## src/rtl/memory_map_pkg.sv

```systemverilog
// What this block does
// - One 16M Byte linear map for everything
// - Byte and word access everywhere, size forwarded
// - Bit addressing only in chosen on-chip areas
// - 2K Byte dual-port internal RAM
// - Register bank: 16 words, low eight bytewise
// - 2K Byte single-port extension RAM
// - Extension RAM: demux 16-bit, no waits, 80ns
// - Peripheral enable maps extension RAM E000-E7FF
// - Extension RAM refuses stack and register banks
// - Extension RAM refuses bit access
// - Disabled extension RAM range goes external
// - 1024 Byte reserved as two 512 Byte areas
// - CAN window EF00-EFFF under same enable bit
// - CAN: demux 16-bit, two waits, 160ns
// - CAN in use: four segment lines only
// - Unclaimed accesses go to external memory
// - Outside all windows, default bus config applies
package memory_map_pkg;

	// ------------------------------------------------------------
	// Address map
	// ------------------------------------------------------------
	localparam int ADDR_W = 24;
	localparam logic [23:0] EXTENSION_RAM_BASE = 24'h00E000;
	localparam logic [23:0] EXTENSION_RAM_LAST = 24'h00E7FF;
	localparam logic [23:0] CAN_BASE = 24'h00EF00;
	localparam logic [23:0] CAN_LAST = 24'h00EFFF;
	localparam logic [23:0] IRAM_BYTES = 24'h000800;
	localparam logic [23:0] SFR_AREA_BYTES = 24'h000200;
	localparam logic [23:0] BIT_AREA_BYTES = 24'h000100;
	localparam int PERIPH_EN_BIT = 2;
	localparam int NUM_WINDOWS = 4;
	localparam int WIN_LSB = 12;

	// ------------------------------------------------------------
	// Bus modes and timing
	// ------------------------------------------------------------
	localparam logic [1:0] EXTENSION_RAM_WAIT_STATES = 2'h0;
	localparam logic [1:0] CAN_WAIT_STATES = 2'h2;
	localparam logic [3:0] FULL_SEG_LINES = 4'h8;
	localparam logic [3:0] CAN_SEG_LINES = 4'h4;
	localparam int CLK_PERIOD_NS = 10;
	localparam int EXTENSION_RAM_ACCESS_NS = 80;
	localparam int CAN_ACCESS_NS = 160;
	localparam int EXTENSION_RAM_ACCESS_CYC = (EXTENSION_RAM_ACCESS_NS + CLK_PERIOD_NS - 1) / CLK_PERIOD_NS;
	localparam int CAN_ACCESS_CYC = (CAN_ACCESS_NS + CLK_PERIOD_NS - 1) / CLK_PERIOD_NS;
	localparam int ONCHIP_ACCESS_CYC = 1;

	typedef enum logic [2:0] {
		TGT_NONE = 3'b000,
		TGT_IRAM = 3'b001,
		TGT_SFR = 3'b010,
		TGT_EXTENDED_FUNCTION_REGS = 3'b011,
		TGT_EXTENSION_RAM = 3'b100,
		TGT_CAN = 3'b101,
		TGT_EXT = 3'b110
	} target_t;

	typedef enum logic [1:0] {
		ST_IDLE = 2'b00,
		ST_WAIT = 2'b01,
		ST_EXT = 2'b10
	} state_t;

endpackage

```

## src/rtl/memory_map_address_decoder.sv

```systemverilog
`timescale 1ns/1ps
module memory_map_address_decoder #(
	parameter logic [23:0] IRAM_BASE = 24'h00F600,
	parameter logic [23:0] SFR_BASE = 24'h00FE00,
	parameter logic [23:0] EXTENDED_FUNCTION_REGS_BASE = 24'h00F000,
	parameter logic [23:0] BIT_IRAM_BASE = 24'h00FD00,
	parameter logic [23:0] BIT_SFR_BASE = 24'h00FF00,
	parameter logic [23:0] BIT_EXTENDED_FUNCTION_REGS_BASE = 24'h00F100
) (
	input wire logic i_ref_clk,
	input wire logic i_sys_rst,
	input wire logic i_req,
	input wire logic [23:0] i_addr,
	input wire logic i_word,
	input wire logic i_write,
	input wire logic i_bit_access,
	input wire logic i_stack_access,
	input wire logic i_gpr_access,
	input wire logic [3:0] i_gpr_num,
	input wire logic [23:0] i_context_ptr,
	input wire logic [15:0] i_system_config_reg,
	input wire logic [3:0] i_window_enable,
	input wire logic [47:0] i_window_base,
	input wire logic [47:0] i_window_mask,
	input wire logic i_ext_done,
	output logic [2:0] o_target,
	output logic [23:0] o_addr,
	output logic o_word,
	output logic o_write,
	output logic o_bit_access,
	output logic [2:0] o_bus_config_sel,
	output logic [4:0] o_chip_select,
	output logic [1:0] o_wait_states,
	output logic o_demux,
	output logic [3:0] o_segment_lines,
	output logic o_busy,
	output logic o_ack,
	output logic o_error
);
	import memory_map_pkg::*;

	localparam int CAN_DLY = CAN_ACCESS_CYC;
	localparam logic [4:0] EXTENSION_RAM_CNT = 5'(EXTENSION_RAM_ACCESS_CYC - 1);
	localparam logic [4:0] CAN_CNT = 5'(CAN_ACCESS_CYC - 1);
	localparam logic [4:0] ONCHIP_CNT = 5'(ONCHIP_ACCESS_CYC - 1);

	typedef struct packed {
		state_t state;
		logic [4:0] count;
		target_t target;
		logic [23:0] addr;
		logic word;
		logic write;
		logic bit_acc;
		logic [2:0] bus_cfg;
		logic [4:0] cs;
		logic [1:0] wait_states;
		logic demux;
		logic [3:0] seg_lines;
		logic busy;
		logic ack;
		logic error;
	} dec_state_t;

	dec_state_t st_reg;
	dec_state_t st_next;

	// ------------------------------------------------------------
	// Decode helpers
	// ------------------------------------------------------------
	function automatic logic in_range(input logic [23:0] a, input logic [23:0] lo,
		input logic [23:0] bytes);
		in_range = (a >= lo) && (a <= (lo + bytes - 24'h000001));
	endfunction

	// Fixed on-chip areas win over the enable-gated windows, which win over external
	function automatic target_t decode(input logic [23:0] a, input logic periph_en);
		if (in_range(a, SFR_BASE, SFR_AREA_BYTES)) begin
			decode = TGT_SFR;
		end else if (in_range(a, EXTENDED_FUNCTION_REGS_BASE, SFR_AREA_BYTES)) begin
			decode = TGT_EXTENDED_FUNCTION_REGS;
		end else if (in_range(a, IRAM_BASE, IRAM_BYTES)) begin
			decode = TGT_IRAM;
		end else if (periph_en && a >= EXTENSION_RAM_BASE && a <= EXTENSION_RAM_LAST) begin
			decode = TGT_EXTENSION_RAM;
		end else if (periph_en && a >= CAN_BASE && a <= CAN_LAST) begin
			decode = TGT_CAN;
		end else begin
			decode = TGT_EXT;
		end
	endfunction

	function automatic logic bit_ok(input logic [23:0] a);
		bit_ok = in_range(a, BIT_IRAM_BASE, BIT_AREA_BYTES) ||
			in_range(a, BIT_SFR_BASE, BIT_AREA_BYTES) ||
			in_range(a, BIT_EXTENDED_FUNCTION_REGS_BASE, BIT_AREA_BYTES);
	endfunction

	// Window 4 overrides 3, 2 overrides 1; pairs are expected not to overlap
	function automatic logic [2:0] window_sel(input logic [23:0] a, input logic [3:0] en,
		input logic [47:0] base, input logic [47:0] mask);
		logic [2:0] sel;
		sel = 3'h0;
		for (int w = 0; w < NUM_WINDOWS; w++) begin
			if (en[w] && (((a[23:WIN_LSB] ^ base[w*12 +: 12]) & mask[w*12 +: 12]) == 12'h000)) begin
				sel = 3'(w + 1);
			end
		end
		window_sel = sel;
	endfunction

	// ------------------------------------------------------------
	// Next state
	// ------------------------------------------------------------
	logic periph_en;
	logic [23:0] eff_addr;
	target_t dec_target;
	logic refuse;

	always_comb begin
		periph_en = i_system_config_reg[PERIPH_EN_BIT];
		// Register bank: word register n at CP+2n, byte half n at CP+n
		if (i_gpr_access && i_word) begin
			eff_addr = i_context_ptr + {19'h00000, i_gpr_num, 1'b0};
		end else if (i_gpr_access) begin
			eff_addr = i_context_ptr + {20'h00000, i_gpr_num};
		end else begin
			eff_addr = i_addr;
		end
		dec_target = decode(eff_addr, periph_en);
		// Bank and stack live only in internal RAM; bit access only in bit areas
		refuse = 1'b0;
		if ((i_gpr_access || i_stack_access) && dec_target != TGT_IRAM) begin
			refuse = 1'b1;
		end
		if (i_bit_access && !bit_ok(eff_addr)) begin
			refuse = 1'b1;
		end
		if (i_bit_access && i_word) begin
			refuse = 1'b1;
		end

		st_next = st_reg;
		st_next.ack = 1'b0;
		st_next.error = 1'b0;
		// Segment line count follows the enable at all times
		st_next.seg_lines = periph_en ? CAN_SEG_LINES : FULL_SEG_LINES;

		unique case (st_reg.state)
			ST_IDLE: begin
				if (i_req && refuse) begin
					st_next.ack = 1'b1;
					st_next.error = 1'b1;
				end else if (i_req) begin
					st_next.target = dec_target;
					st_next.addr = eff_addr;
					st_next.word = i_word;
					st_next.write = i_write;
					st_next.bit_acc = i_bit_access;
					st_next.busy = 1'b1;
					st_next.bus_cfg = 3'h0;
					st_next.cs = 5'h00;
					st_next.wait_states = 2'h0;
					st_next.demux = 1'b0;
					st_next.count = ONCHIP_CNT;
					st_next.state = ST_WAIT;
					unique case (dec_target)
						TGT_EXTENSION_RAM: begin
							st_next.wait_states = EXTENSION_RAM_WAIT_STATES;
							st_next.demux = 1'b1;
							st_next.count = EXTENSION_RAM_CNT;
						end
						TGT_CAN: begin
							st_next.wait_states = CAN_WAIT_STATES;
							st_next.demux = 1'b1;
							st_next.count = CAN_CNT;
						end
						TGT_EXT: begin
							st_next.state = ST_EXT;
							st_next.bus_cfg = window_sel(eff_addr, i_window_enable,
								i_window_base, i_window_mask);
							st_next.cs = 5'h01 << window_sel(eff_addr, i_window_enable,
								i_window_base, i_window_mask);
							// Only A0..A19 reach the pins while CAN is in use; A20..A23 are cleared
							if (periph_en) begin
								st_next.addr = {4'h0, eff_addr[19:0]};
							end
						end
						default: begin
						end
					endcase
				end
			end
			ST_WAIT: begin
				if (st_reg.count == 5'h00) begin
					st_next.state = ST_IDLE;
					st_next.busy = 1'b0;
					st_next.ack = 1'b1;
					st_next.target = TGT_NONE;
				end else begin
					st_next.count = st_reg.count - 5'h01;
				end
			end
			ST_EXT: begin
				// External timing belongs to the bus controller; wait for its done
				if (i_ext_done) begin
					st_next.state = ST_IDLE;
					st_next.busy = 1'b0;
					st_next.ack = 1'b1;
					st_next.target = TGT_NONE;
					st_next.cs = 5'h00;
				end
			end
			default: begin
				st_next.state = ST_IDLE;
				st_next.busy = 1'b0;
				st_next.target = TGT_NONE;
			end
		endcase
	end

	always_ff @(posedge i_ref_clk or posedge i_sys_rst) begin
		if (i_sys_rst) begin
			st_reg <= '{state: ST_IDLE, count: 5'h00, target: TGT_NONE, addr: 24'h000000,
				word: 1'b0, write: 1'b0, bit_acc: 1'b0, bus_cfg: 3'h0, cs: 5'h00,
				wait_states: 2'h0, demux: 1'b0, seg_lines: FULL_SEG_LINES, busy: 1'b0,
				ack: 1'b0, error: 1'b0};
		end else begin
			st_reg <= st_next;
		end
	end

	// ------------------------------------------------------------
	// Outputs
	// ------------------------------------------------------------
	assign o_target = st_reg.target;
	assign o_addr = st_reg.addr;
	assign o_word = st_reg.word;
	assign o_write = st_reg.write;
	assign o_bit_access = st_reg.bit_acc;
	assign o_bus_config_sel = st_reg.bus_cfg;
	assign o_chip_select = st_reg.cs;
	assign o_wait_states = st_reg.wait_states;
	assign o_demux = st_reg.demux;
	assign o_segment_lines = st_reg.seg_lines;
	assign o_busy = st_reg.busy;
	assign o_ack = st_reg.ack;
	assign o_error = st_reg.error;

	// ------------------------------------------------------------
	// Checks
	// ------------------------------------------------------------
	logic plain_req;
	assign plain_req = i_req && !st_reg.busy && !i_gpr_access && !i_bit_access &&
		!i_stack_access;

	AST_EXTENSION_RAM_DISABLED_EXT: assert property (@(posedge i_ref_clk) disable iff (i_sys_rst)
		plain_req && !i_system_config_reg[PERIPH_EN_BIT] && i_addr >= EXTENSION_RAM_BASE &&
		i_addr <= EXTENSION_RAM_LAST |=> o_target == TGT_EXT && o_busy)
		else $error("disabled extension RAM range not sent external");

	AST_EXTENSION_RAM_ENABLED_MAP: assert property (@(posedge i_ref_clk) disable iff (i_sys_rst)
		plain_req && i_system_config_reg[PERIPH_EN_BIT] && i_addr >= EXTENSION_RAM_BASE &&
		i_addr <= EXTENSION_RAM_LAST |=> o_target == TGT_EXTENSION_RAM)
		else $error("enabled extension RAM range not mapped on chip");

	AST_EXTENSION_RAM_TIME: assert property (@(posedge i_ref_clk) disable iff (i_sys_rst)
		$rose(o_target == TGT_EXTENSION_RAM) |-> !o_ack [*8] ##1 o_ack && !o_error)
		else $error("extension RAM access length wrong");

	AST_CAN_TIME: assert property (@(posedge i_ref_clk) disable iff (i_sys_rst)
		$rose(o_target == TGT_CAN) |-> o_wait_states == CAN_WAIT_STATES && o_demux
		##CAN_DLY o_ack)
		else $error("CAN access mode or length wrong");

	AST_EXTENSION_RAM_MODE: assert property (@(posedge i_ref_clk) disable iff (i_sys_rst)
		o_target == TGT_EXTENSION_RAM |-> o_wait_states == EXTENSION_RAM_WAIT_STATES && o_demux)
		else $error("extension RAM bus mode wrong");

	AST_EXTENSION_RAM_NO_STACK: assert property (@(posedge i_ref_clk) disable iff (i_sys_rst)
		i_req && !st_reg.busy && i_stack_access && i_system_config_reg[PERIPH_EN_BIT] &&
		i_addr >= EXTENSION_RAM_BASE && i_addr <= EXTENSION_RAM_LAST && !i_gpr_access |=> o_ack && o_error)
		else $error("stack access to extension RAM not refused");

	AST_EXTENSION_RAM_NO_BIT: assert property (@(posedge i_ref_clk) disable iff (i_sys_rst)
		i_req && !st_reg.busy && i_bit_access && !i_gpr_access &&
		i_addr >= EXTENSION_RAM_BASE && i_addr <= EXTENSION_RAM_LAST |=> o_error && !o_busy)
		else $error("bit access to extension RAM not refused");

	AST_SEG_LINES: assert property (@(posedge i_ref_clk) disable iff (i_sys_rst)
		##1 o_segment_lines == ($past(i_system_config_reg[PERIPH_EN_BIT]) ?
		CAN_SEG_LINES : FULL_SEG_LINES))
		else $error("segment line count wrong");

	AST_CAN_EXT_MASK: assert property (@(posedge i_ref_clk) disable iff (i_sys_rst)
		o_target == TGT_EXT && o_segment_lines == CAN_SEG_LINES && $rose(o_busy) |->
		o_addr[23:20] == 4'h0)
		else $error("external address above segment lines with CAN");

	AST_EXT_ONE_CS: assert property (@(posedge i_ref_clk) disable iff (i_sys_rst)
		o_target == TGT_EXT |-> $onehot(o_chip_select) &&
		o_chip_select == (5'h01 << o_bus_config_sel))
		else $error("external chip select not one-hot");

	AST_SIZE_FWD: assert property (@(posedge i_ref_clk) disable iff (i_sys_rst)
		i_req && !st_reg.busy && !refuse |=> o_word == $past(i_word) && o_busy)
		else $error("access size not forwarded");

	AST_SFR_FIRST: assert property (@(posedge i_ref_clk) disable iff (i_sys_rst)
		plain_req && in_range(i_addr, SFR_BASE, SFR_AREA_BYTES) |=> o_target == TGT_SFR
		##1 o_ack)
		else $error("register area not claimed on chip");

	AST_IRAM_MAP: assert property (@(posedge i_ref_clk) disable iff (i_sys_rst)
		plain_req && in_range(i_addr, IRAM_BASE, IRAM_BYTES) |=> o_target == TGT_IRAM
		##1 o_ack)
		else $error("internal RAM access not claimed on chip");

	AST_CAN_DISABLED_EXT: assert property (@(posedge i_ref_clk) disable iff (i_sys_rst)
		plain_req && !i_system_config_reg[PERIPH_EN_BIT] && i_addr >= CAN_BASE &&
		i_addr <= CAN_LAST |=> o_target == TGT_EXT)
		else $error("disabled CAN window not sent external");

	AST_EXT_DEFAULT: assert property (@(posedge i_ref_clk) disable iff (i_sys_rst)
		plain_req && !i_system_config_reg[PERIPH_EN_BIT] && i_addr[23:16] != 8'h00 |=>
		o_target == TGT_EXT && o_busy)
		else $error("unclaimed access not sent external");

	AST_GPR_ADDR: assert property (@(posedge i_ref_clk) disable iff (i_sys_rst)
		i_req && !st_reg.busy && i_gpr_access && i_word && !refuse |=>
		o_addr == $past(i_context_ptr) + {19'h00000, $past(i_gpr_num), 1'b0})
		else $error("register bank word address wrong");

	AST_REFUSE_PULSE: assert property (@(posedge i_ref_clk) disable iff (i_sys_rst)
		i_req && !st_reg.busy && refuse |=> o_ack && o_error && !o_busy)
		else $error("refused access not answered with error");

	COV_EXTENSION_RAM: cover property (@(posedge i_ref_clk) disable iff (i_sys_rst)
		o_target == TGT_EXTENSION_RAM ##[1:20] o_ack);
	COV_CAN: cover property (@(posedge i_ref_clk) disable iff (i_sys_rst)
		o_target == TGT_CAN ##[1:20] o_ack);
	COV_EXT_WIN: cover property (@(posedge i_ref_clk) disable iff (i_sys_rst)
		o_target == TGT_EXT && o_bus_config_sel != 3'h0);
	COV_ERROR: cover property (@(posedge i_ref_clk) disable iff (i_sys_rst)
		o_ack && o_error);

endmodule

```

## config.mk

```make
export PLATFORM = sky130hd
export DESIGN_NAME = memory_map_address_decoder
export DESIGN_NICKNAME = d
export VERILOG_FILES = /design/src/rtl/memory_map_pkg.sv /design/src/rtl/memory_map_address_decoder.sv
export SDC_FILE = /design/constraint.sdc
export NUM_CORES = 1
export LEC_CHECK = 0
export ABC_CLOCK_PERIOD_IN_PS = 2850
export BUFFER_PORTS_ARGS = -buffer_cell sky130_fd_sc_hd__buf_2
export CAP_MARGIN = 20
export CORE_ASPECT_RATIO = 0.8
export CORE_MARGIN = 10
export CORE_UTILIZATION = 49
export CTS_CLUSTER_DIAMETER = 150
export CTS_CLUSTER_SIZE = 24
export DETAILED_ROUTE_END_ITERATION = 10
export PLACE_DENSITY = 0.82
export SYNTH_ARGS = -nofsm -noshare
export SYNTH_HDL_FRONTEND = slang
export SYNTH_SLANG_ARGS = --single-unit
```

## constraint.sdc

```tcl
create_clock -name i_ref_clk -period 2.85 [get_ports i_ref_clk]
set_clock_uncertainty 0.15 [all_clocks]
set_input_delay 0.4275 -clock i_ref_clk [delete_from_list [all_inputs] [get_ports i_ref_clk]]
set_output_delay 0.4275 -clock i_ref_clk [all_outputs]
set_load 0.01 [all_outputs]
```

======== After elaboration in Yosys (flattened, before gate mapping) ========
Cells that the tools add are included.
Widths: inputs -> output; s select.
storage, ports and cells
  bits in registers ....................... 55
  input port bits ......................... 177
  output and inout port bits .............. 48
  word-level logic and storage cells ...... 132
operators by class
  add/sub/neg operators ................... 3
  $lt $le $gt $ge ......................... 13
  equal/unequal tests ..................... 11
  shift-type cells ........................ 1
  mux-type cells .......................... 45
  bitwise gates (word level) .............. 9
  reductions and logical operators ........ 35
operators with widths
  cell                  number
  $ge 24x16->1 const B  8
  $le 24x16->1 const B  5
  $mux 24               4
  $mux 48               2
  $and 12x12->12        4
  $logic_not 12->1      4
  $xor 12x12->12        4
  $mux 3                12
  $add 24x4->24         1
  $add 24x5->24         1
  $pmux 5 s2            2
  $logic_and 1x1->1     19
  $mux 2                8
  $reduce_and 4->1      3
  $mux 5                2
  $ne 2x2->1 const B    5
  $eq 3x3->1 const B    3
  $pmux 3 s3            1
  $mux 8                1
  $pmux 4 s2            1
  $mux 1                7
  $pmux 1 s3            2
  $pmux 2 s3            1
  $pmux 3 s2            1
  other kinds (13)      16

======== Longest topological paths before layout ========
Gate-level depths: netlist (run 1).
  depth after elaboration ................. 24
  mapped depth ............................ 16
  mapped depth without buffers ............ 14

======== Worst setup path before layout (run 1) ========
Ideal clock, no wire load.
  path type ............................... input to register
  from .................................... input port i_gpr_num[0]
  to ...................................... register st_reg (netlist bit o_chip_select[3])
  data arrival time ....................... 3.578 ns
  required time ........................... 2.636 ns
  setup slack ............................. -0.942 ns
  stages .................................. 14
  path through ............................ ha_1 inv_1 fa_1 nand2b_1 a21o_1 a2111oi_2 xnor2_1 o21a_1 o2111ai_4 nor4_4 o221a_4 nand4_4 nor4b_2 a21o_1
on the way
  cells in the longest elaborated chain, start to end .. 20
  elaborated cells between the ends (all ways) .. 74
RTL lines
  element                                                line                               text
  start, declared                                        memory_map_address_decoder.sv:19   input wire logic [3:0] i_gpr_num,
  $add 24x4->24                                          memory_map_address_decoder.sv:126  eff_addr = i_context_ptr + {20'h00000, i_gpr_num};
  $mux 24                                                memory_map_address_decoder.sv:125  end else if (i_gpr_access) begin
  $mux 24 (*)                                            memory_map_address_decoder.sv:123  if (i_gpr_access && i_word) begin
  branches (longest 17 deep; another with $ge 24x16->1)  --
  end signal, assigned                                   memory_map_address_decoder.sv:224  st_reg <= '{state: ST_IDLE, count: 5'h00, target: TGT_NONE, addr: 24'h000000,
  end signal, assigned                                   memory_map_address_decoder.sv:229  st_reg <= st_next;
  end, declared                                          memory_map_address_decoder.sv:65   dec_state_t st_reg;
Mark *: on every way between the ends. The select of a mux whose other input is x is not followed.
A chain may end at the register's enable or synchronous reset.

======== Worst setup path in the final report (run 1) ========
  from .................................... input port i_gpr_num[0]
  to ...................................... register st_reg (netlist bit o_bus_config_sel[2])
on the way
  cells in the longest elaborated chain, start to end .. 19
  elaborated cells between the ends (all ways) .. 56
RTL lines
  element                         line                               text
  $add 24x4->24                   memory_map_address_decoder.sv:126
  $mux 24                         memory_map_address_decoder.sv:125
  $mux 24 (*)                     memory_map_address_decoder.sv:123
  $ge 24x16->1                    memory_map_address_decoder.sv:86   end else if (periph_en && a >= CAN_BASE && a <= CAN_LAST) begin
  $logic_and 1x1->1 (2 in a row)  memory_map_address_decoder.sv:86
  $mux 2                          memory_map_address_decoder.sv:86
  $mux 2                          memory_map_address_decoder.sv:84   end else if (periph_en && a >= EXTENSION_RAM_BASE && a <= EXTENSION_RAM_LAST) begin
  $mux 3                          memory_map_address_decoder.sv:82   end else if (in_range(a, IRAM_BASE, IRAM_BYTES)) begin
  [2 not listed]                  --
  $ne 3x1->1                      memory_map_address_decoder.sv:133  if ((i_gpr_access || i_stack_access) && dec_target != TGT_IRAM) begin
  $logic_and 1x1->1               memory_map_address_decoder.sv:133
  $mux 1                          memory_map_address_decoder.sv:133
  $mux 1                          memory_map_address_decoder.sv:136  if (i_bit_access && !bit_ok(eff_addr)) begin
  $mux 1                          memory_map_address_decoder.sv:139  if (i_bit_access && i_word) begin
  $logic_and 1x1->1               memory_map_address_decoder.sv:151  if (i_req && refuse) begin
  $not 1->1 (no line)             --
  $reduce_and 3->1 (no line)      --
Every way passes the cells marked *; elsewhere a longest branch is shown, timed or not.

==> impl_metrics.toml, run 1 <==
[placed_design]
dp_hpwl_um = 18100
pre_cts_ws_ns = -1.11
numPortBuffers = 206
gp_congestion = 0.979

[yosys]
synth-simple-area-share_pct = 22.8
ys_ff_latch = 52
yosysTopAreaCellShare_pct = 24.2
synth-async-reset-ratio_pct = 100
yosysWarnings = 0
synth_edf_count = 0
seq_area_frac_synth_pct = 24.7
synth_area_leader_cell = "dfrtp_1"
ys_top_cells_by_area = "dfrtp_1 24%, xor2_1 6.5%, buf_4 6.1%, xnor2_1 6.0%, nand2_1 4.6%"
synth_flop_cell = "dfrtp_1"
syn_area_per_cell_um2 = 8.58
synth_mux_area_share_pct = 2.09
synth_xor_area_share_pct = 13.1
synth_adder_area_share_pct = 2.89
syn_inst = 615
synth_compound_area_share_pct = 25.0
synth_cell_types = 96
syn_area_um2 = 5270
synth_top_family_by_area = "compound AO/OA/AOI/OAI gates"

[global_routing]
grt_max_degree = 29
grt_pass1_vias = 6804
grt_antenna_before_repair = 2
overflow = 0
grt_pass1_wl_um = 36900
track_usage_pct = 29.6

[clock_tree]
cts.sink_count = 52
hold_buffers = 0
cts_inserted_buffers = 5
cts_buffer_depth = 2
tritoncts = "done"
clk_latency_ns = 0.29
clkSlewWorstSetupHoldPaths_ns = 0.08
clock-root-buffer = "clkbuf_16"
htreeDepth = 2

[setup_path]
crit_required_ns = 2.94
r2r_start = "st_reg[48]$_DFFE_PP0P_"
reg2reg_to = "o_target[0]$_DFFE_PP0P_"
worst_setup_path_start_kind = "input pin"
crit_fanout = 6
rr_worst_depth = 6
end_kind = "flop"
crit_type = "in -> reg"
arrival_ns = 3.73
r2r_slack_ns = 0.49

[timing]
finalSetupViolCount = 50
finalCritPeriodShare_pct = 128
setup_ws_ns = -0.790
min_period_ns = 3.64
rsz0062_at_grt = "true"
max_freq_mhz = 275
hold_viol = 0
tightest_slew_ns = 0.574
relSlewSlack_pct = 61.7
slew_viol_final = 0

[detailed_routing]
totalWireLength_um = 25900
firstDrtPassIters = 7
drt_iter0_markers = 773
wl_per_cell_um = 24.0
drcViolationCount = 0
vias = 6635
ant_nets = 0
via_per_inst = 6.14

[floorplanning]
row_count = 33
start_util_pct = 50.9
fp.dieArea_um2 = 15300
fp.dieW_um = 136
core_um2 = 10400
io_pins = 225
die_h_um = 113

[cells_and_area]
fill_cells = 606
largest_reg_flops = 24
synthToLayoutAreaGrowth_pct = 61.5
diodes = 0
drive_gt1_share_pct = 56.8
final_nets = 1127

[status]
outcome = "complete, but fails checks"
violations = "negative setup slack"

[pwr]
swShare_pct = 37.9
switchingPower_mw = 1.12
ir_drop_mv = 0.370
p_int_mw = 1.84
design_power_total_mw = 2.96
seq_power_share_pct = 31.9
p_leak_nw = 3.97
power_density_nw_per_um2 = 348
clockPowerShare_pct = 21.2
combPwrFrac_pct = 46.9

[worst_hold_path]
hold_path_class = "in -> async"

[job]
cap_violations = 0
==> area by class of cell <==
type	count	area, um^2	area share (%)
Multi-Input combinational cell	480	4250	49.9
Timing Repair Buffer	381	2560	30.1
Sequential cell	52	1300	15.3
Tap cell	140	175	2.06
Clock buffer	5	125	1.47
Inverter	19	71.3	0.837
Clock inverter	3	27.5	0.323
==> worst max-delay path: stages <==
cell and delay (ns):
buf_8 0.08, ha_4 0.14, inv_2 0.04, fa_2 0.33
nand2b_4 0.18, a21oi_4 0.20, buf_6 0.15, o211ai_4 0.08
xor2_2 0.26, o2111ai_1 0.19, a211o_1 0.32, nor4_4 0.31
buf_4 0.17, o221ai_4 0.18, buf_6 0.18, or3b_4 0.39
nand2_1 0.10
==> worst max-delay path by stage <==
stage                     start                               to  slack [ns]
5_1_grt            i_gpr_num[0]           o_addr[16]$_DFFE_PP0P_       -0.88
4_1_cts            i_gpr_num[2]     o_chip_select[2]$_DFFE_PP0P_       -0.61
6_report           i_gpr_num[0]  o_bus_config_sel[2]$_DFFE_PP0P_       -0.79
3_5_place_dp   i_context_ptr[3]     o_chip_select[4]$_DFFE_PP0P_       -1.11
3_3_place_gp   i_context_ptr[3]     o_chip_select[4]$_DFFE_PP0P_       -1.10
2_1_floorplan      i_gpr_num[0]               o_busy$_DFFE_PP0P_       -0.61
==> placed cells by master (no fill, tap or decap), drive strengths merged, types with 4 or more instances in the layout <==
cell | synthesis | final
and4 | 4 | 4
o211ai | 8 | 8
mux2 | 8 | 8
o221ai | 4 | 4
nand3 | 25 | 25
o2111ai | 5 | 5
nand4 | 12 | 12
o21a | 4 | 4
nand2 | 66 | 66
a21o | 7 | 7
or3 | 6 | 6
xor2 | 40 | 40
dfrtp | 51 | 51
buf | 53 | 380
o21ai | 44 | 44
a21oi | 31 | 31
ha | 9 | 9
and3 | 13 | 13
nor2b | 6 | 6
nor3b | 4 | 4
nor2 | 31 | 31
a221oi | 5 | 5
a222oi | 5 | 5
and2 | 6 | 6
inv | 19 | 20
nor3 | 12 | 12
o31ai | 4 | 4
o221a | 4 | 4
nor4 | 6 | 6
a2111oi | 6 | 6
clkbuf | 13 | 6
o311a | 4 | 4
xnor2 | 37 | 37
nand2b | 7 | 7
==> cell families (layout without fill, tap and decap cells) <==
| family | after synthesis | in the layout |
|---|---|---|
| flops | 52 | 52 |
| simple gates | 212 | 212 |
| compound gates | 167 | 167 |
| other cells | 1 | 3 |
| buf+inv | 85 | 408 |
| xor+xnor | 77 | 77 |
| fa+ha+maj | 11 | 11 |
| mux | 10 | 10 |
==> cells in the mapped netlist (5+ instances only) <==
master / number
nand2_1: 65
dfrtp_1: 51
buf_4: 43
xor2_1: 39
o21ai_0: 36
xnor2_1: 36
nor2_1: 30
a21oi_1: 25
nand3_1: 20
inv_1: 18
clkbuf_1: 13
and3_1: 12
nand4_1: 11
nor3_1: 11
buf_2: 9
ha_1: 9
mux2_2: 8
a21o_1: 7
nand2b_1: 7
o211ai_1: 7
nor2b_1: 6
o21ai_1: 6
a222oi_1: 5
and2_1: 5
nand3_2: 5
or3_1: 5
==> power groups by stage <==
| stage | Combinational, mW | Sequential, mW | Clock [mW] |
|---|---|---|---|
| floorplan | 0.705 | 0.919 | 0 |
| global placement | 1.10 | 0.927 | 0 |
| detailed placement | 1.12 | 0.934 | 0 |
| CTS | 1.23 | 0.926 | 0.621 |
| global route | 1.47 | 0.955 | 0.657 |
| finish | 1.39 | 0.944 | 0.629 |
==> routing by layer <==
metal  vias to the layer above  routed length (um)  global-route usage (%)
met5                         -                  11                       0
met4                         2                1310                    10.7
met3                       114                2400                    7.34
met2                       477               12700                    52.1
met1                      3172                9490                    34.0
li1                       2870                   -                       -
==> timing repair <==
| action | in CTS | in global routing |
|---|---|---|
| cloned | 4 | 0 |
| resized for setup | 75 | 76 |
| buffers inserted | 34 | 14 |
| pin swaps | 30 | 15 |
| endpoints found under the setup margin | 50 | 50 |
==> stage by stage <==
stage          TNS [ns]  instance area (um^2)  hold slack, ns  utilization (%)  std cells
6_report         -35.14                  8520          0.0311             82.2       1080
5_1_grt          -39.93                  8520          0.0698             82.2       1080
4_1_cts          -26.56                  8030          0.0516             77.4       1068
3_5_place_dp     -45.36                  7180           0.318             69.3       1022
3_3_place_gp     -41.46                  7180           0.310             69.3       1022
2_1_floorplan    -25.46                  5460           0.293                -        617
No activity file was read; power rests on OpenSTA's default activity.
==> run 2, diff against run 1 <==
--- a/config.mk
+++ b/config.mk
@@ -14,7 +14,9 @@
 export CTS_CLUSTER_DIAMETER = 150
 export CTS_CLUSTER_SIZE = 24
 export DETAILED_ROUTE_END_ITERATION = 10
+export MAX_ROUTING_LAYER = met4
 export PLACE_DENSITY = 0.82
+export SLEW_MARGIN = 40
 export SYNTH_ARGS = -nofsm -noshare
 export SYNTH_HDL_FRONTEND = slang
 export SYNTH_SLANG_ARGS = --single-unit
==> run 2 against run 1 <==
  * The run still ends with negative setup slack left
  * Die area is the same
  * Sequential power about the same
  * Clock power down 2%
  * Critical path depth is the same
==> impl_metrics.toml, run 2 (synthesized netlist as in run 1, its figures left out) <==
[detailed_routing]
totalWireLength_um = 24700
drt_iter0_markers = 719
vias = 6458
via_per_inst = 6.08
wl_per_cell_um = 23.2
firstDrtPassIters = 5
ant_nets = 0
drcViolationCount = 0

[floorplanning]
start_util_pct = 50.9
fp.dieArea_um2 = 15300
io_pins = 225
row_count = 33
die_h_um = 113
fp.dieW_um = 136
core_um2 = 10400

[clock_tree]
cts_buffer_depth = 2
clock-root-buffer = "clkbuf_16"
tritoncts = "done"
hold_buffers = 0
htreeDepth = 2
cts_inserted_buffers = 5
clk_latency_ns = 0.30
clkSlewWorstSetupHoldPaths_ns = 0.08
cts.sink_count = 52

[cells_and_area]
drive_gt1_share_pct = 54.4
layout_commonest_cell = "buf_2"
final_cell_mix = "203 x buf_2, 135 x buf_4, 51 x dfrtp_1"
largest_reg_flops = 24
synthToLayoutAreaGrowth_pct = 54.8
final_nets = 1109

[setup_path]
crit_required_ns = 2.89
crit_buf_inv = 4
r2r_slack_ns = 0.46
crit_path_max_incr_delay_ns = 0.38
arrival_ns = 3.72
crit_type = "in -> reg"
crit_fanout = 5
worst_setup_path_start_kind = "input pin"
crit_slowest_cell = "a2111oi_4"
path_cells = "buf_8, ha_4, inv_2, fa_2, nand2b_4, a21o_4, a2111oi_4, nand3b_1, o311a_1, buf_4, o2111ai_4, nor4_4, buf_4, o221a_4, mux2_4, o21ai_4, a32o_1"
cp_common_cell = "buf_4"
cp_top_family = "compound AO/OA/AOI/OAI gates"
end_kind = "flop"

[job]
cap_violations = 0

[timing]
min_period_ns = 3.68
finalSetupViolCount = 50
slew_viol_final = 0
rsz0062_at_grt = "true"
relSlewSlack_pct = 52.0
hold_viol = 0
setup_ws_ns = -0.832
max_freq_mhz = 272
finalCritPeriodShare_pct = 129
tightest_slew_ns = 0.718
tns_ns = -34.81

[pwr]
design_power_total_mw = 2.86
power_density_nw_per_um2 = 350
ir_drop_mv = 0.339
p_leak_nw = 3.82

[global_routing]
grt_max_degree = 44
grt_antenna_before_repair = 1
overflow = 0
track_usage_pct = 30.0
grt_pass1_vias = 6697
grt_pass1_wl_um = 36100

[status]
outcome = "complete, but fails checks"
violations = "negative setup slack"

[placed_design]
dp_hpwl_um = 18400
numPortBuffers = 206
gp_congestion = 0.944

[worst_hold_path]
hold_path_class = "in -> async"
==> run 2: final timing paths <==
check	start	to	depth (start not counted)
max	i_context_ptr[0]	o_target[0]$_DFFE_PP0P_	17
min	i_sys_rst	o_demux$_DFFE_PP0P_	2
max reg2reg	st_reg[48]$_DFFE_PP0P_	st_reg[49]$_DFFE_PP0P_	8
min reg2reg	o_bus_config_sel[1]$_DFFE_PP0P_	o_bus_config_sel[1]$_DFFE_PP0P_	1
max in group asynchronous	i_sys_rst	o_word$_DFFE_PP0P_	3
min in group i_ref_clk	i_system_config_reg[2]	o_segment_lines[2]$_DFF_PP0_	1
==> run 2: power breakdown <==
part	leakage, nW	internal (mW)	switching [mW]	total [mW]
Sequential	0.662	0.850	0.0912	0.941
Clock	0.0680	0.332	0.282	0.614
Combinational	3.09	0.610	0.693	1.30
==> run 2: timing repair <==
action | CTS | global route
endpoints found under the setup margin | 50 | 50
pin swaps | 35 | 22
cloned | 6 | 0
setup buffers | 18 | 9
resized for setup | 75 | 40
==> run 2: cell type report <==
type / instances / area [um^2]
fill: 659 / 2200
sequential: 52 / 1300
clock inverter: 3 / 26.3
antenna: 1 / 2.50
tap: 140 / 175
multi-input combinational: 481 / 4080
clock buffer: 5 / 125
timing repair buffer: 362 / 2390
inverter: 19 / 72.6
==> run 2: stage by stage <==
stage	instances	setup WS [ns]	utilization (%)	hold slack (ns)	instance area, um^2
2_1_floorplan	617	-0.614	-	0.293	5460
3_3_place_gp	1021	-1.18	69.3	0.310	7180
3_5_place_dp	1021	-1.17	69.3	0.311	7180
4_1_cts	1053	-0.716	76.0	0.182	7880
5_1_grt	1063	-0.892	78.8	0.124	8170
6_report	1063	-0.832	78.8	0.0663	8170
==> run 2: routing by layer <==
layer | global-route usage (%) | wire length [um]
met3 | 6.06 | 2160
met5 | - | 0
met2 | 51.4 | 12200
met1 | 35.0 | 9500
met4 | 7.87 | 828
==> run 3, diff against run 2 <==
--- a/config.mk
+++ b/config.mk
@@ -16,6 +16,7 @@
 export DETAILED_ROUTE_END_ITERATION = 10
 export MAX_ROUTING_LAYER = met4
 export PLACE_DENSITY = 0.82
+export REMOVE_ABC_BUFFERS = 1
 export SLEW_MARGIN = 40
 export SYNTH_ARGS = -nofsm -noshare
 export SYNTH_HDL_FRONTEND = slang
==> run 3 against run 2 <==
  * The run still ends with negative setup slack left
  * Combinational power increased by 9%
  * Sequential power is 0.9% higher
  * Worst hold slack better by 0.015 ns
  * Count of clock-buffer cells in the layout up 2
==> impl_metrics.toml, run 3 (synthesized netlist as in run 1, its figures left out) <==
[setup_path]
crit_buf_inv = 4
crit_required_ns = 2.94
path_cells = "buf_2, ha_4, a21oi_4, buf_4, nand3_4, nand3_2, xor2_1, buf_4, buf_4, nor3_1, o21ai_0, a21oi_1, o21ai_1, nand4_4, nor4b_4, a21o_1"
crit_path_max_incr_delay_ns = 0.42
end_kind = "flop"
reg2reg_to = "o_target[0]$_DFFE_PP0P_"
cp_common_cell = "buf_4"
worst_setup_path_start_kind = "input pin"
r2r_start = "st_reg[48]$_DFFE_PP0P_"
cp_top_family = "compound AO/OA/AOI/OAI gates"
arrival_ns = 3.87
crit_type = "in -> reg"
rr_worst_depth = 6
crit_slowest_cell = "o21ai_0"
crit_fanout = 6
r2r_slack_ns = 0.50

[placed_design]
dp_hpwl_um = 17100
gp_congestion = 0.973
place_area_um2 = 7080
numPortBuffers = 206
dp_cells = 1028
pre_cts_ws_ns = -1.30

[detailed_routing]
wl_per_cell_um = 24.7
vias = 6974
totalWireLength_um = 26900
ant_nets = 0
firstDrtPassIters = 6
drcViolationCount = 0
via_per_inst = 6.43
drt_iter0_markers = 1104

[global_routing]
grt_max_degree = 53
track_usage_pct = 30.9
grt_antenna_before_repair = 1
overflow = 0
grt_pass1_wl_um = 37300
grt_pass1_vias = 6940

[cells_and_area]
largest_reg_flops = 24
drive_gt1_share_pct = 56.4
layout_commonest_cell = "buf_2"
final_cell_mix = "202 x buf_2, 153 x buf_4, 51 x dfrtp_1"
fin_area_um2 = 8490
final_util_pct = 82.0
instances_no_fill = 1085
final_nets = 1131
synthToLayoutAreaGrowth_pct = 61.0

[timing]
setup_ws_ns = -0.927
slew_viol_final = 0
hold_viol = 0
finalCritPeriodShare_pct = 133
relSlewSlack_pct = 56.7
fin_hold_ws_ns = 0.0811
finalSetupViolCount = 50
tns_ns = -37.04
rsz0062_at_grt = "true"
tightest_slew_ns = 0.650
max_freq_mhz = 265
min_period_ns = 3.78

[pwr]
p_leak_nw = 3.98
design_power_total_mw = 3.00
power_density_nw_per_um2 = 353
ir_drop_mv = 0.217

[floorplanning]
row_count = 33
io_pins = 225
fp.dieArea_um2 = 15300
start_util_pct = 50.9
fp.dieW_um = 136
core_um2 = 10400
die_h_um = 113

[status]
violations = "negative setup slack"
outcome = "complete, but fails checks"

[job]
cap_violations = 0

[clock_tree]
cts_inserted_buffers = 5
cts.sink_count = 52
cts_buffer_depth = 2
htreeDepth = 2
clkSlewWorstSetupHoldPaths_ns = 0.07
clock-root-buffer = "clkbuf_16"
tritoncts = "done"
hold_buffers = 0
clk_latency_ns = 0.30

[worst_hold_path]
hold_path_class = "in -> async"
run 3: how the worst max path moves through the flow:
stage                     start                         endpoint  slack (ns)  cells after the start
6_report           i_gpr_num[3]     o_chip_select[3]$_DFFE_PP0P_       -0.93                     16
3_3_place_gp       i_gpr_num[0]     o_chip_select[4]$_DFFE_PP0P_       -1.23                     15
3_5_place_dp       i_gpr_num[0]  o_bus_config_sel[0]$_DFFE_PP0P_       -1.30                     16
4_1_cts        i_context_ptr[0]          o_target[0]$_DFFE_PP0P_       -0.69                     18
2_1_floorplan      i_gpr_num[0]           o_addr[10]$_DFFE_PP0P_       -1.72                     12
5_1_grt            i_gpr_num[0]          o_target[0]$_DFFE_PP0P_       -0.94                     18
run 3: worst reg2reg max path, stage by stage, from the launching register on:
cell	delay, ns
dfrtp_1	0.43
inv_1	0.11
ha_1	0.21
or4b_2	0.68
nand2_1	0.25
o21ai_4	0.12
a32o_1	0.27
run 3: what timing repair did:
action                     4_1_cts  5_1_grt
pin swaps                       58       35
buffers inserted                24       22
cloned                           3        1
resized for setup              132       64
setup endpoints to repair       50       50
run 3: per-layer routing:
metal / vias up / part of all wire, % / GRT usage (%)
met5: - / 0 / -
met4: 0 / 7.0 / 12.7
met3: 200 / 11 / 6.76
met2: 660 / 47 / 51.6
met1: 3239 / 35 / 35.0
li1: 2875 / - / -
run 3: power by group:
part / total, mW / internal, mW / switching (mW)
clock network: 0.630 / 0.351 / 0.280
logic: 1.42 / 0.666 / 0.753
registers: 0.949 / 0.850 / 0.0986
total: 3.00 / 1.87 / 1.13
run 3: cell type report:
class,instances,area [um^2]
diodes,1,2.50
clock buffers,7,143
clock inverters,1,7.51
fillers,585,1870
inverters,19,73.8
multi-input cells,480,4200
flip-flops and latches,52,1300
well taps,140,175
repair buffers,385,2590
